===== config.mk =====
export PLATFORM = sky130hd
export DESIGN_NAME = itb_tag_break
export DESIGN_NICKNAME = d
export VERILOG_FILES = /design/src/verilog/itb_tag_break.v
export VERILOG_INCLUDE_DIRS = /design/src /design/src/verilog
export SDC_FILE = /design/constraint.sdc
export NUM_CORES = 1
export LEC_CHECK = 0
export BUFFER_PORTS_ARGS = -buffer_cell sky130_fd_sc_hd__buf_2
export CAP_MARGIN = 30
export CORE_MARGIN = 2
export CORE_UTILIZATION = 41
export CTS_CLUSTER_SIZE = 28
export DETAILED_ROUTE_END_ITERATION = 6
export GPL_TIMING_DRIVEN = 0
export PLACE_DENSITY = 0.7
export SKIP_LAST_GASP = 1
export SLEW_MARGIN = 20
export SYNTH_ARGS = -nofsm -noshare
export SYNTH_HDL_FRONTEND = slang
export SYNTH_SLANG_ARGS = --single-unit

===== constraint.sdc =====
create_clock -name aclk -period 5.2 [get_ports aclk]
set_clock_uncertainty 0.05 [all_clocks]
set_input_delay 0.26 -clock aclk [delete_from_list [all_inputs] [get_ports aclk]]
set_output_delay 0.26 -clock aclk [all_outputs]
set_load 0.02 [all_outputs]

===== src/verilog/itb_regs.vh =====
/*
 Holds the register offsets, field positions, reset values and codes of the
 instruction tag and breakpoint-low block.
 Assumes inclusion by its bare name from the design file.
*/
`ifndef ITB_REGS_VH
`define ITB_REGS_VH
// ----------------------------------------------------------------
// Register byte addresses
// ----------------------------------------------------------------
// Byte address is the register index times four
`define ITB_BRK_DATA_LOW_OFS 8'h94
`define ITB_INDEX_SCALE 4
`define ITB_BRK_DATA_LOW_IDX 8'h25
`define ITB_CTRL_OFS 8'h00
`define ITB_STATUS_OFS 8'h04
`define ITB_MATCH_OFS 8'h08
`define ITB_ADDR_W 8
// ----------------------------------------------------------------
// Control register fields
// ----------------------------------------------------------------
`define ITB_CTRL_MODE_LSB 0
`define ITB_CTRL_MODE_MSB 1
`define ITB_CTRL_DCE_BIT 2
`define ITB_CTRL_RANGE_BIT 3
`define ITB_CTRL_MASK_BIT 4
`define ITB_CTRL_W 5
// ----------------------------------------------------------------
// Status register fields
// ----------------------------------------------------------------
`define ITB_ST_TAGGING_BIT 0
`define ITB_ST_DEBUG_BIT 1
`define ITB_ST_MATCH_BIT 2
// ----------------------------------------------------------------
// Reset values
// ----------------------------------------------------------------
`define ITB_BRK_DATA_LOW_RST 8'h00
`define ITB_CTRL_RST 5'h00
// ----------------------------------------------------------------
// Breakpoint modes
// ----------------------------------------------------------------
`define ITB_MODE_OFF 2'h0
`define ITB_MODE_SWI_DUAL 2'h1
`define ITB_MODE_FULL 2'h2
`define ITB_MODE_BDM_DUAL 2'h3
// ----------------------------------------------------------------
// Tag codes, one bit per byte lane
// ----------------------------------------------------------------
`define ITB_TAG_NONE 2'h0
`define ITB_TAG_LO_BIT 0
`define ITB_TAG_HI_BIT 1
// ----------------------------------------------------------------
// AXI responses
// ----------------------------------------------------------------
`define ITB_RESP_OKAY 2'h0
`define ITB_RESP_SLVERR 2'h2
`endif


===== src/verilog/itb_tag_break.v =====
/*
 Holds the instruction tag capture, tagged instruction queue and low-byte
 breakpoint data comparator, with an AXI4-Lite register slave.
 Assumes the CPU fetch, queue advance and debug command sources run on aclk
 and that bus_clock, tag_low_n and tag_high_n arrive from pins asynchronously.
*/
// Chosen here: register access over AXI4-Lite.
`include "itb_regs.vh"
`timescale 1ns/1ps
`default_nettype none

// How it works
// [RULE1] Low data byte compares data bus, or address low byte in dual modes.
// [RULE2] Mode, data compare enable, range control and low mask gate the compare.
// [RULE3] Tag pins become tag inputs only after the tag-go command.
// [RULE4] Low tag shares the low strobe pin, high tag the debug serial pin.
// [RULE5] Both tags are sampled at each falling edge of the bus clock.
// [RULE6] Each tag pin acts alone, never changing the other's effect.
// [RULE7] Tags are active low; each low pin tags its own byte.
// [RULE8] Tagging works in every operating mode, no mode gate.
// [RULE9] Tagging switches off once background debug mode becomes active.
// [RULE10] Serial debug commands are ignored while tagging is active.
// [RULE11] Captured tags ride with their fetched bytes through the queue.
// [RULE12] Tagged instruction at queue head enters debug mode, not executed.
// [RULE13] High tag marks upper lane byte, low tag marks lower lane byte.
module itb_tag_break #(
   parameter QUEUE_DEPTH = 3
) (
   input wire aclk,
   input wire aresetn,
   input wire [7:0] s_axi_awaddr,
   input wire [2:0] s_axi_awprot,
   input wire s_axi_awvalid,
   output wire s_axi_awready,
   input wire [31:0] s_axi_wdata,
   input wire [3:0] s_axi_wstrb,
   input wire s_axi_wvalid,
   output wire s_axi_wready,
   output reg [1:0] s_axi_bresp,
   output reg s_axi_bvalid,
   input wire s_axi_bready,
   input wire [7:0] s_axi_araddr,
   input wire [2:0] s_axi_arprot,
   input wire s_axi_arvalid,
   output wire s_axi_arready,
   output reg [31:0] s_axi_rdata,
   output reg [1:0] s_axi_rresp,
   output reg s_axi_rvalid,
   input wire s_axi_rready,
   input wire bus_clock,
   input wire tag_low_n,
   input wire tag_high_n,
   input wire tag_go_command,
   input wire dbg_cmd_valid,
   output wire dbg_cmd_accept,
   output wire tag_pins_enabled,
   input wire fetch_valid,
   input wire [15:0] fetch_data,
   input wire queue_advance,
   input wire queue_flush,
   output wire [7:0] queue_head_byte,
   output wire head_valid,
   output wire head_execute,
   output reg background_debug_mode_r,
   input wire debug_exit,
   input wire [15:0] cpu_addr,
   input wire [15:0] cpu_data,
   input wire cpu_bus_valid,
   output reg low_byte_match_r
);

   // ----------------------------------------------------------------
   // Pin synchronisers
   // ----------------------------------------------------------------
   // Three stages; a change counts once stages two and three agree
   reg [2:0] bus_clock_s_r;
   reg [2:0] tlo_s_r;
   reg [2:0] thi_s_r;
   reg bus_clock_q_r;
   reg tlo_q_r;
   reg thi_q_r;
   reg tagging_r;
   reg [1:0] tag_pend_r;
   wire bus_clock_fall;

   always @(posedge aclk) begin
      if (!aresetn) begin
         bus_clock_s_r <= 3'h0;
         tlo_s_r <= 3'h7;
         thi_s_r <= 3'h7;
         bus_clock_q_r <= 1'b0;
         tlo_q_r <= 1'b1;
         thi_q_r <= 1'b1;
      end else begin
         bus_clock_s_r <= {bus_clock_s_r[1:0], bus_clock};
         tlo_s_r <= {tlo_s_r[1:0], tag_low_n};
         thi_s_r <= {thi_s_r[1:0], tag_high_n};
         if (bus_clock_s_r[1] == bus_clock_s_r[2]) begin
            bus_clock_q_r <= bus_clock_s_r[2];
         end
         if (tlo_s_r[1] == tlo_s_r[2]) begin
            tlo_q_r <= tlo_s_r[2];
         end
         if (thi_s_r[1] == thi_s_r[2]) begin
            thi_q_r <= thi_s_r[2];
         end
      end
   end

   assign bus_clock_fall = bus_clock_q_r && (bus_clock_s_r[1] == bus_clock_s_r[2]) && !bus_clock_s_r[2]; // RULE5

   // ----------------------------------------------------------------
   // Tagging control
   // ----------------------------------------------------------------
   // No operating mode input exists here, so tagging is never mode gated
   assign tag_pins_enabled = tagging_r; // RULE4 RULE8
   assign dbg_cmd_accept = dbg_cmd_valid && !tagging_r; // RULE10

   always @(posedge aclk) begin
      if (!aresetn) begin
         tagging_r <= 1'b0;
         tag_pend_r <= `ITB_TAG_NONE;
      end else begin
         if (background_debug_mode_r) begin
            tagging_r <= 1'b0; // RULE9
         end else if (tag_go_command && !tagging_r) begin
            tagging_r <= 1'b1; // RULE3
         end
         if (!tagging_r || background_debug_mode_r) begin
            tag_pend_r <= `ITB_TAG_NONE;
         end else if (bus_clock_fall) begin
            // Each lane latched from its own pin only
            tag_pend_r[`ITB_TAG_LO_BIT] <= !tlo_q_r; // RULE6 RULE7
            tag_pend_r[`ITB_TAG_HI_BIT] <= !thi_q_r; // RULE6 RULE7
         end else if (fetch_valid) begin
            tag_pend_r <= `ITB_TAG_NONE;
         end
      end
   end

   // ----------------------------------------------------------------
   // Instruction queue with tag bits
   // ----------------------------------------------------------------
   // Byte queue; a fetch pushes upper lane first, then lower lane
   localparam QW = 2 * QUEUE_DEPTH;
   reg [7:0] q_byte_r [0:QW-1];
   reg [QW-1:0] q_tag_r;
   reg [QW-1:0] q_vld_r;
   wire [1:0] fetch_tag;
   integer i;
   integer j;
   integer wp;

   assign fetch_tag = tagging_r ? tag_pend_r : `ITB_TAG_NONE;
   assign queue_head_byte = q_byte_r[0];
   assign head_valid = q_vld_r[0];
   assign head_execute = q_vld_r[0] && !q_tag_r[0] && !background_debug_mode_r; // RULE12

   // Free slot after this cycle's advance; a fetch lands there
   always @* begin
      wp = 0;
      for (j = 0; j < QW; j = j + 1) begin
         if (q_vld_r[j]) begin
            wp = j + 1;
         end
      end
      if (queue_advance && head_execute && wp > 0) begin
         wp = wp - 1;
      end
   end

   always @(posedge aclk) begin
      if (!aresetn || queue_flush) begin
         q_vld_r <= {QW{1'b0}};
         q_tag_r <= {QW{1'b0}};
         for (i = 0; i < QW; i = i + 1) begin
            q_byte_r[i] <= 8'h00;
         end
      end else begin
         // Shift out the head on advance; tags move with bytes
         if (queue_advance && head_execute) begin
            for (i = 0; i < QW - 1; i = i + 1) begin
               q_byte_r[i] <= q_byte_r[i+1]; // RULE11
               q_tag_r[i] <= q_tag_r[i+1]; // RULE11
               q_vld_r[i] <= q_vld_r[i+1];
            end
            q_vld_r[QW-1] <= 1'b0;
            q_tag_r[QW-1] <= 1'b0;
         end
         // A fetch that finds no room for both lanes is dropped
         if (fetch_valid && wp <= QW - 2) begin
            q_byte_r[wp] <= fetch_data[15:8]; // RULE13
            q_tag_r[wp] <= fetch_tag[`ITB_TAG_HI_BIT]; // RULE13
            q_vld_r[wp] <= 1'b1;
            q_byte_r[wp+1] <= fetch_data[7:0]; // RULE13
            q_tag_r[wp+1] <= fetch_tag[`ITB_TAG_LO_BIT]; // RULE13
            q_vld_r[wp+1] <= 1'b1;
         end
      end
   end

   always @(posedge aclk) begin
      if (!aresetn) begin
         background_debug_mode_r <= 1'b0;
      end else if (q_vld_r[0] && q_tag_r[0]) begin
         background_debug_mode_r <= 1'b1; // RULE12
      end else if (debug_exit) begin
         background_debug_mode_r <= 1'b0;
      end
   end

   // ----------------------------------------------------------------
   // Low byte comparator
   // ----------------------------------------------------------------
   reg [7:0] brk_data_low_r;
   reg [`ITB_CTRL_W-1:0] ctrl_r;
   reg match_seen_r;
   wire [1:0] mode;
   wire dual_mode;
   wire [7:0] cmp_src;
   wire cmp_used;

   assign mode = ctrl_r[`ITB_CTRL_MODE_MSB:`ITB_CTRL_MODE_LSB];
   assign dual_mode = (mode == `ITB_MODE_SWI_DUAL) || (mode == `ITB_MODE_BDM_DUAL);
   assign cmp_src = dual_mode ? cpu_addr[7:0] : cpu_data[7:0]; // RULE1
   // Dual uses range control; full mode uses the low mask
   assign cmp_used = (mode != `ITB_MODE_OFF) && ctrl_r[`ITB_CTRL_DCE_BIT]
      && (dual_mode ? ctrl_r[`ITB_CTRL_RANGE_BIT] : !ctrl_r[`ITB_CTRL_MASK_BIT]); // RULE2

   always @(posedge aclk) begin
      if (!aresetn) begin
         low_byte_match_r <= 1'b0;
      end else begin
         low_byte_match_r <= cpu_bus_valid && cmp_used && (cmp_src == brk_data_low_r); // RULE1
      end
   end

   // ----------------------------------------------------------------
   // AXI4-Lite slave
   // ----------------------------------------------------------------
   // One write and one read in flight; address and data taken in any order
   reg aw_have_r;
   reg w_have_r;
   reg [7:0] aw_addr_r;
   reg [31:0] w_data_r;
   reg [3:0] w_strb_r;
   wire do_write;

   assign s_axi_awready = !aw_have_r && !s_axi_bvalid;
   assign s_axi_wready = !w_have_r && !s_axi_bvalid;
   assign s_axi_arready = !s_axi_rvalid;
   assign do_write = aw_have_r && w_have_r;

   always @(posedge aclk) begin
      if (!aresetn) begin
         aw_have_r <= 1'b0;
         w_have_r <= 1'b0;
         aw_addr_r <= 8'h00;
         w_data_r <= 32'h0000_0000;
         w_strb_r <= 4'h0;
         s_axi_bvalid <= 1'b0;
         s_axi_bresp <= `ITB_RESP_OKAY;
         brk_data_low_r <= `ITB_BRK_DATA_LOW_RST;
         ctrl_r <= `ITB_CTRL_RST;
      end else begin
         if (s_axi_awvalid && s_axi_awready) begin
            aw_have_r <= 1'b1;
            aw_addr_r <= s_axi_awaddr;
         end
         if (s_axi_wvalid && s_axi_wready) begin
            w_have_r <= 1'b1;
            w_data_r <= s_axi_wdata;
            w_strb_r <= s_axi_wstrb;
         end
         if (do_write) begin
            aw_have_r <= 1'b0;
            w_have_r <= 1'b0;
            s_axi_bvalid <= 1'b1;
            s_axi_bresp <= `ITB_RESP_OKAY;
            if (aw_addr_r[7:2] == `ITB_BRK_DATA_LOW_OFS >> 2) begin
               if (w_strb_r[0]) begin
                  brk_data_low_r <= w_data_r[7:0];
               end
            end else if (aw_addr_r[7:2] == `ITB_CTRL_OFS >> 2) begin
               if (w_strb_r[0]) begin
                  ctrl_r <= w_data_r[`ITB_CTRL_W-1:0];
               end
            end else if ((aw_addr_r[7:2] != `ITB_STATUS_OFS >> 2)
               && (aw_addr_r[7:2] != `ITB_MATCH_OFS >> 2)) begin
               s_axi_bresp <= `ITB_RESP_SLVERR;
            end
         end else if (s_axi_bvalid && s_axi_bready) begin
            s_axi_bvalid <= 1'b0;
         end
      end
   end

   // Sticky match flag; a new match wins over the read that clears it
   wire match_rd;
   assign match_rd = s_axi_arvalid && s_axi_arready
      && (s_axi_araddr[7:2] == `ITB_MATCH_OFS >> 2);

   always @(posedge aclk) begin
      if (!aresetn) begin
         match_seen_r <= 1'b0;
      end else if (low_byte_match_r) begin
         match_seen_r <= 1'b1;
      end else if (match_rd) begin
         match_seen_r <= 1'b0;
      end
   end

   always @(posedge aclk) begin
      if (!aresetn) begin
         s_axi_rvalid <= 1'b0;
         s_axi_rdata <= 32'h0000_0000;
         s_axi_rresp <= `ITB_RESP_OKAY;
      end else if (s_axi_arvalid && s_axi_arready) begin
         s_axi_rvalid <= 1'b1;
         s_axi_rresp <= `ITB_RESP_OKAY;
         s_axi_rdata <= 32'h0000_0000;
         if (s_axi_araddr[7:2] == `ITB_BRK_DATA_LOW_OFS >> 2) begin
            s_axi_rdata <= {24'h000000, brk_data_low_r};
         end else if (s_axi_araddr[7:2] == `ITB_CTRL_OFS >> 2) begin
            s_axi_rdata <= {27'h0000000, ctrl_r};
         end else if (s_axi_araddr[7:2] == `ITB_STATUS_OFS >> 2) begin
            s_axi_rdata <= {29'h00000000, low_byte_match_r, background_debug_mode_r,
               tagging_r};
         end else if (s_axi_araddr[7:2] == `ITB_MATCH_OFS >> 2) begin
            s_axi_rdata <= {31'h00000000, match_seen_r};
         end else begin
            s_axi_rresp <= `ITB_RESP_SLVERR;
         end
      end else if (s_axi_rvalid && s_axi_rready) begin
         s_axi_rvalid <= 1'b0;
      end
   end

endmodule // itb_tag_break

`default_nettype wire


==> results of run 1 <==
[cells in the mapped netlist, drive strengths merged, types with 7 or more instances]
master  count
a21boi     16
a21oi      16
a221o      20
a221oi      7
a22o        8
a31oi       7
and2        8
buf        44
clkbuf     18
dfxtp      72
edfxtp     48
inv        23
mux2       14
mux2i      44
nand2      97
nand2b     12
nand3      13
nand4      10
nor2       28
nor2b      30
nor3       34
o21ai      18
o221ai      7
xor2        7
[registers in the layout (all words and copies together) (netlist names), 2 cells and up]
signal          count
bus_clock_s_r       3
s_axi_rdata         8
w_data_r            8
tag_pend_r          2
ctrl_r              5
q_byte_r           48
thi_s_r             3
aw_addr_r           6
brk_data_low_r      8
q_tag_r             6
q_vld_r             6
tlo_s_r             3
[final cells by class]
cell class	instances	area, µm²
Buffer	62	398
Inverter	23	91.3
Timing Repair Buffer	107	566
Clock inverter	14	171
Fill cell	1464	7700
Sequential cell	120	2880
Tap cell	216	270
Clock buffer	18	429
Multi-Input combinational cell	498	3430
[logic make-up after synthesis]
family / synth area share, %
xor gates and xnor gates: 1.46
AOI/OAI and AO/OA: 17.7
muxes: 8.93
DFF: 43.1
buffers and inverters: 7.31
other: 0.0560
adders and majority gates: 0.748
and+or+nand+nor: 20.7
[cell usage in the layout, fill, tap and decap left out, drive strengths merged, types with 5 or more instances in the layout]
master	synthesis	final
and2	8	8
inv	23	28
nor3	34	34
nor2b	30	30
mux2	14	14
clkbuf	18	36
xor2	7	7
nand3	13	13
and3	5	5
a22o	8	8
conb	1	26
nand4	10	10
nor4	6	6
nand2	97	97
clkinv	0	6
a31oi	7	7
dfxtp	72	72
a211oi	5	5
o221ai	7	7
edfxtp	48	48
buf	44	147
a221oi	7	7
nor3b	6	6
o21ai	18	18
a221o	20	20
a21oi	16	16
mux2i	44	44
nor2	28	28
nand2b	12	12
a21boi	16	16
[where the power goes]
| part | internal [µW] | switching (µW) |
|---|---|---|
| clock | 757 | 445 |
| sequential | 1160 | 73.3 |
| combinational | 641 | 1090 |
| total | 2560 | 1610 |
[how the worst min path moves through the flow]
stage,startpoint,to,slack (ns),cells past startpoint
floorplan,tag_high_n,thi_s_r[0],0.31,1
global placement,tlo_s_r[0],tlo_s_r[1],0.34,1
detailed placement,tlo_s_r[0],tlo_s_r[1],0.35,1
CTS,s_axi_wdata[3],w_data_r[3],0.03,3
global route,s_axi_wdata[7],w_data_r[7],0.02,3
finish,s_axi_wdata[3],w_data_r[3],0.03,3
[layer usage]
metal  share of wire, %  track usage, %  up-vias
li1                   -               -     2741
met1                 43            25.3     2599
met2                 47            32.5      211
met3                6.8            5.61       36
met4                2.3            7.55        0
met5                  0               0        -
[worst max-delay path: stages, from the launching register on]
cell and delay (ns):
dfxtp_1 0.47, nor3_1 0.10, o21ai_2 0.24, inv_1 0.12, ha_1 0.22, buf_6 0.14, inv_1 0.16, a221oi_2 0.12
a31oi_4 0.34, inv_4 0.10, ha_1 0.28, clkbuf_1 0.18, or3_1 0.39, a211oi_1 0.28, a311oi_2 0.18, nor3_4 0.31
buf_2 0.28, nor2_1 0.08, nand2_1 0.29
[what timing repair did]
item,4_1_cts,5_1_grt
hold buffers,4,0
resized for setup,0,3
endpoints found under the setup margin,0,41
buffers inserted,0,4
endpoints found under the hold margin,4,0
[stage by stage]
stage	utilization (%)	cells	power [µW]	hold WS [ns]	cell area (µm²)
6_report	51.7	1058	4170	0.0308	8240
2_1_floorplan	-	703	2580	0.311	6790
3_3_place_gp	47.3	1017	2940	0.339	7550
3_5_place_dp	47.4	1018	2950	0.351	7550
5_1_grt	51.7	1058	4410	0.0244	8240
4_1_cts	51.4	1054	4150	0.0257	8190
==> qor.yml, run 1 <==
fin_crit_sh_pct: 90.3
fin_crit_ns: 4.69
grt_pass1_wl_mm: 27.8
crit_end: "q_byte_r[4][3]"
dieArea_mm2: 0.0174
routed_wirelength_mm: 16.8
crit_type: "reg2reg"
worstRegToRegCells: 18
drive_gt1_share_pct: 26.5
core-area_mm2: 0.0159
cap_violations: 0
setup_viol: 0
pin_count: 178
async_flop_share_pct: 0
relSlewSlack_pct: 43.0
chipWidth_um: 132
fin_tns_setup_ns: 0
ctsLongestPathBuffers: 2
worstMarginPinSlew_ns: 0.844
hold_viol: 0
drv_slew: 0
fin_ws_ns: 0.506
grt_usage_pct: 20.0
synth_top_area_share_pct: 21.5
initial_utilization_pct: 42.0
vias_per_cell: 5.28
antenna_found_initial: 1
syn_inst: 678
power.density_mw_per_mm2: 506
syn_avg_cell_area_um2: 9.87
grt-ovfl-total: 0
reg2reg_from: "q_vld_r[2]"
cp-startpoint: "q_vld_r[2]"
area_delta_synth_final_pct: 23.1
port_buffers: 98
synthTopCellsByArea: "dfxtp_1, edfxtp_1, mux2i_1, nand2_1, buf_4"
cp.required_ns: 5.23
die_h_um: 132
status: "completed"
dpl.hpwl_mm: 12.4
cts_root_buf: "clkbuf_16"
vias: 5587
cellLeakagePower_uw: 0.00346
cts.htree.levels: 4
cp.arrival_ns: 4.73
row_count: 46
reg2reg_setup_slack_ns: 0.51
place_ws_ns: 0.209
clkSinkCount: 120
r2r_end: "q_byte_r[4][3]"
rsz0062_at_grt: "no"
drc: 0
seq_area_frac_synth_pct: 43.1
wl_per_cell_um: 15.9
fmax_mhz: 213
gp_congestion: 0.914
ant_nets: 0
cp_max_fo: 10
synth.largest_area_cell: "dfxtp_1"
nets: 956
insertion_delay_ns: 0.42
syn_area_mm2: 0.00669
grt_pass1_vias: 5383
drt-pass1-iter-count: 5
grt_max_degree: 17
holdCritPathClass: "in2reg"
synth-seq-cells: 120
clk_pin_slew_ns: 0.06
drt_iter0_drc: 371
numCtsBuffers: 17
num_antenna_cells: 0
synth.distinct_cells: 73
cts_tree: "built"
yosys_warnings: 0
worst_setup_path_end_kind: "register"
startpoint_type: "register"
vdd_drop_max_uv: 291
synth_edf_count: 48
synth_flop_cell: "dfxtp_1"
Note: power is estimated with default switching activity, not from simulation.
==> run 2, diff against run 1 <==
ABC_AREA = 1   (was unset)
CORE_UTILIZATION = 53   (was 41)
PLACE_DENSITY = 0.86   (was 0.7)
==> run 2 against run 1 <==
The run now ends with design-rule violations left. Non-clock buffer count down 16. Maximum frequency rose by 31%. Core utilization increased by 14 points. Largest cell class unchanged. Cell count grew 7.1%. Critical endpoint is now q_byte_r[1][5]. Global-route usage is 4.0 points higher. Flip-flop and latch count unchanged. Via count rose by 6.9%. First-iteration DRC count grew 43%. Critical path depth grew 5.
==> qor.yml, run 2 <==
synth_flop_cell: "dfxtp_1"  # unchanged
reg2reg_setup_slack_ns: 1.63  # was 0.51 ns
rsz0062_at_grt: "no"  # unchanged
fin_crit_ns: 3.57  # was 4.69 ns
drive_gt1_share_pct: 22.5  # was 26.5%
dpl_cell_area_mm2: 0.00722  # was 0.00755 mm²
dieArea_mm2: 0.0131  # was 0.0174 mm²
final_cell_mix: "nand2_1, buf_2, inv_1"  # was buf_2, nand2_1, dfxtp_1
async_flop_share_pct: 0  # unchanged
drt-pass1-iter-count: 7  # was 5
seq_area_frac_synth_pct: 44.7  # was 43.1%
crit_end: "q_byte_r[1][5]"  # was q_byte_r[4][3]
ant_nets: 0  # unchanged
relSlewSlack_pct: 53.8  # was 43.0%
cp-startpoint: "q_vld_r[0]"  # was q_vld_r[2]
combPwrFrac_pct: 36.4  # was 41.5%
cts_resized: 0  # unchanged
fillers: 997  # was 1464
fmax_mhz: 280  # was 213 MHz
violations: "design-rule violations"
cp.arrival_ns: 3.60  # was 4.73 ns
hold_depth: 4  # was 3
cp.required_ns: 5.22  # was 5.23 ns
reg2reg_from: "q_vld_r[0]"  # was q_vld_r[2]
regMostFlops: "q_byte_r"  # unchanged
num_antenna_cells: 0  # unchanged
drc: 1  # was 0
r2r_end: "q_byte_r[1][5]"  # was q_byte_r[4][3]
switchingPower_uw: 1440  # was 1610 µW
fin_ws_ns: 1.63  # was 0.506 ns
synth_top_family_by_area: "simple AND/OR/NAND/NOR gates"  # unchanged
cp_top_family: "simple AND/OR/NAND/NOR gates"  # unchanged
area_delta_synth_final_pct: 21.9  # was 23.1%
ctsLongestPathBuffers: 2  # unchanged
clk_pin_slew_ns: 0.06  # about the same
port_buffers: 97  # was 98
worstMarginPinSlew_ns: 0.687  # was 0.844 ns
vias_per_cell: 5.27  # was 5.28
power.density_mw_per_mm2: 486  # was 506 mW/mm²
final_common_cell: "nand2_1"  # was buf_2
cp_max_fo: 10  # unchanged
wl_per_cell_um: 13.5  # was 15.9 µm
routed_wirelength_mm: 15.3  # was 16.8 mm
grt_pass1_vias: 5336  # was 5383
insertion_delay_ns: 0.42  # about the same
syn_inst: 830  # was 678
cap_violations: 0  # unchanged
startpoint_type: "register"  # unchanged
switching_share_pct: 37.7  # was 38.6%
crit_path_cell_trace: "nand2_1 > nand2_1 > nand2_1 > nand2_2 > nor2_1 > ha_1 > inv_1 > nand4_4 > clkinv_2 > nand2_4 > nand2_1 > nand2_4 > inv_1 > ha_1 > inv_1 > nand2_4 > nand3_4 > nor2_8 > buf_12 > nand3_4 > inv_2 > nor2_4 > nand2_1"  # was nor3_1 > o21ai_2 > inv_1 > ha_1 > buf_6 > inv_1 > a221oi_2 > a31oi_4 > inv_4 > ha_1 > clkbuf_1 > or3_1 > a211oi_1 > a311oi_2 > nor3_4 > buf_2 > nor2_1 > nand2_1
p_clk_share_pct: 31.6  # was 28.8%
pin_count: 178  # unchanged
synth_common_cells: "nand2_1, inv_1, dfxtp_1"  # was nand2_1, dfxtp_1, edfxtp_1
holdCritPathClass: "in2reg"  # unchanged
gp_congestion: 0.938  # was 0.914
antenna_found_initial: 0  # was 1
final_area_mm2: 0.00786  # was 0.00824 mm²
numCtsBuffers: 17  # unchanged
p_seq_share_pct: 32.0  # was 29.7%
drt_iter0_drc: 529  # was 371
crit_type: "reg2reg"  # unchanged
yosys.area_share.adder_pct: 0.776  # was 0.748%
syn_avg_cell_area_um2: 7.77  # was 9.87 µm²
synthSimpleGateAreaFrac_pct: 28.2  # was 20.7%
worst_setup_path_end_kind: "register"  # unchanged
path_buf_inv: 6  # unchanged
initial_utilization_pct: 53.9  # was 42.0%
hold_viol: 0  # unchanged
syn_area_mm2: 0.00645  # was 0.00669 mm²
synth_xor_xnor_area_share_pct: 0.407  # was 1.46%
vias: 5970  # was 5587
cts_root_buf: "clkbuf_16"  # unchanged
synth_mux_area_share_pct: 0.640  # was 8.93%
grt-ovfl-total: 0  # unchanged
synth-seq-cells: 120  # unchanged
synth-compound-area-share_pct: 14.2  # was 17.7%
cellLeakagePower_uw: 0.00372  # was 0.00346 µW
setup_viol: 0  # unchanged
drv_slew: 0  # unchanged
largest_register_ffs: 48  # unchanged
dpl.hpwl_mm: 11.4  # was 12.4 mm
post_cts_buffers: 0  # unchanged
synth.largest_area_cell: "dfxtp_1"  # unchanged
core-area_mm2: 0.0120  # was 0.0159 mm²
synth.distinct_cells: 50  # was 73
p_int_uw: 2380  # was 2560 µW
vdd_drop_max_uv: 226  # was 291 µV
cp.depth: 23  # was 18
fin_tns_setup_ns: 0  # unchanged
grt_pass1_wl_mm: 24.8  # was 27.8 mm
worstRegToRegCells: 23  # was 18
synth_top_area_share_pct: 22.3  # was 21.5%
cpMostUsedCell: "nand2_1"
yosysMostFrequentCell: "nand2_1"  # unchanged
grt_max_degree: 17  # unchanged
yosys_warnings: 0  # unchanged
cts.htree.levels: 4  # unchanged
synth_edf_count: 48  # unchanged
slowest_delay_ns: 0.48  # was 0.47 ns
fin_crit_sh_pct: 68.7  # was 90.3%
cts_tree: "built"  # unchanged
crit_slowest_cell: "dfxtp_1"  # unchanged
status: "finished, violations left"  # was completed
place_ws_ns: 1.63  # was 0.209 ns
nets: 1101  # was 956
chipWidth_um: 114  # was 132 µm
grt_usage_pct: 24.0  # was 20.0%
die_h_um: 114  # was 132 µm
clkSinkCount: 120  # unchanged
row_count: 40  # was 46
synthTopCellsByArea: "dfxtp_1, edfxtp_1, nand2_1, o21ai_0, inv_1"  # was dfxtp_1, edfxtp_1, mux2i_1, nand2_1, buf_4
[run 2: cell types whose count changed after synthesis, moves of 37 or more]
cell / previous run / this run
nor2_1: 27 / 64
o21ai_0: 15 / 68
inv_1: 21 / 78
nand3_1: 13 / 52
nand2_1: 97 / 206
mux2i_1: 44 / 3
[run 2: through the flow]
stage | utilization (%) | power [µW] | hold slack (ns) | cells
2_1_floorplan | - | 2310 | 0.308 | 855
3_3_place_gp | 60.3 | 2580 | 0.345 | 1099
3_5_place_dp | 60.3 | 2610 | 0.347 | 1099
4_1_cts | 65.7 | 3820 | 0.0332 | 1133
5_1_grt | 65.7 | 4060 | 0.0378 | 1133
6_report | 65.7 | 3820 | 0.0417 | 1133
[run 2: worst min-delay path, cell delays in order]
cell     delay, ns
buf_2         0.07
inv_1         0.03
nand2_1       0.04
a21oi_1       0.05
[run 2: cells by family (layout without fill, tap and decap cells)]
family	count (synthesis)	count (layout)
adder cells (fa/ha/maj)	4	4
buffers and inverters	142	273
XOR/XNOR	3	3
multiplexers	4	4
other	1	26
AND/OR/NAND/NOR	385	385
flip-flops	120	120
AO/OA/AOI/OAI	171	171
[run 2: how the worst min path moves through the flow]
stage | slack, ns | to | start
final | 0.04 | s_axi_bvalid | s_axi_bready
after global routing | 0.04 | w_data_r[3] | s_axi_wdata[3]
after detailed placement | 0.35 | thi_s_r[1] | thi_s_r[0]
after global placement | 0.34 | tlo_s_r[1] | tlo_s_r[0]
after CTS | 0.03 | s_axi_bvalid | s_axi_bready
after floorplan | 0.31 | bus_clock_s_r[0] | bus_clock
[run 2: layout make-up]
type,instances,area (µm²),share of cell area [%]
plain buffers,53,370,4.71
clock buffers,23,510,6.49
clock inverters,8,108,1.37
inverters,89,340,4.33
multi-input cells,593,2950,37.5
flip-flops and latches,120,2880,36.7
well taps,147,184,2.34
repair buffers,100,515,6.56
[run 2: power by group through the flow]
stage	sequential (µW)	clock, µW	combinational [µW]
2_1_floorplan	1270	0	1030
3_3_place_gp	1230	0	1340
3_5_place_dp	1240	0	1370
4_1_cts	1220	1210	1380
5_1_grt	1240	1250	1560
6_report	1220	1210	1390
[run 2: routing by layer]
layer  GRT usage (%)  part of all wire (%)
met3            5.66                   7.9
met1            29.4                    41
met2            42.0                    50
met5               0                     0
met4            7.07                   1.1
[run 2: what timing repair did]
action	in CTS	in global routing
hold buffers	3	0
hold endpoints to repair	3	0
setup endpoints to repair	0	0
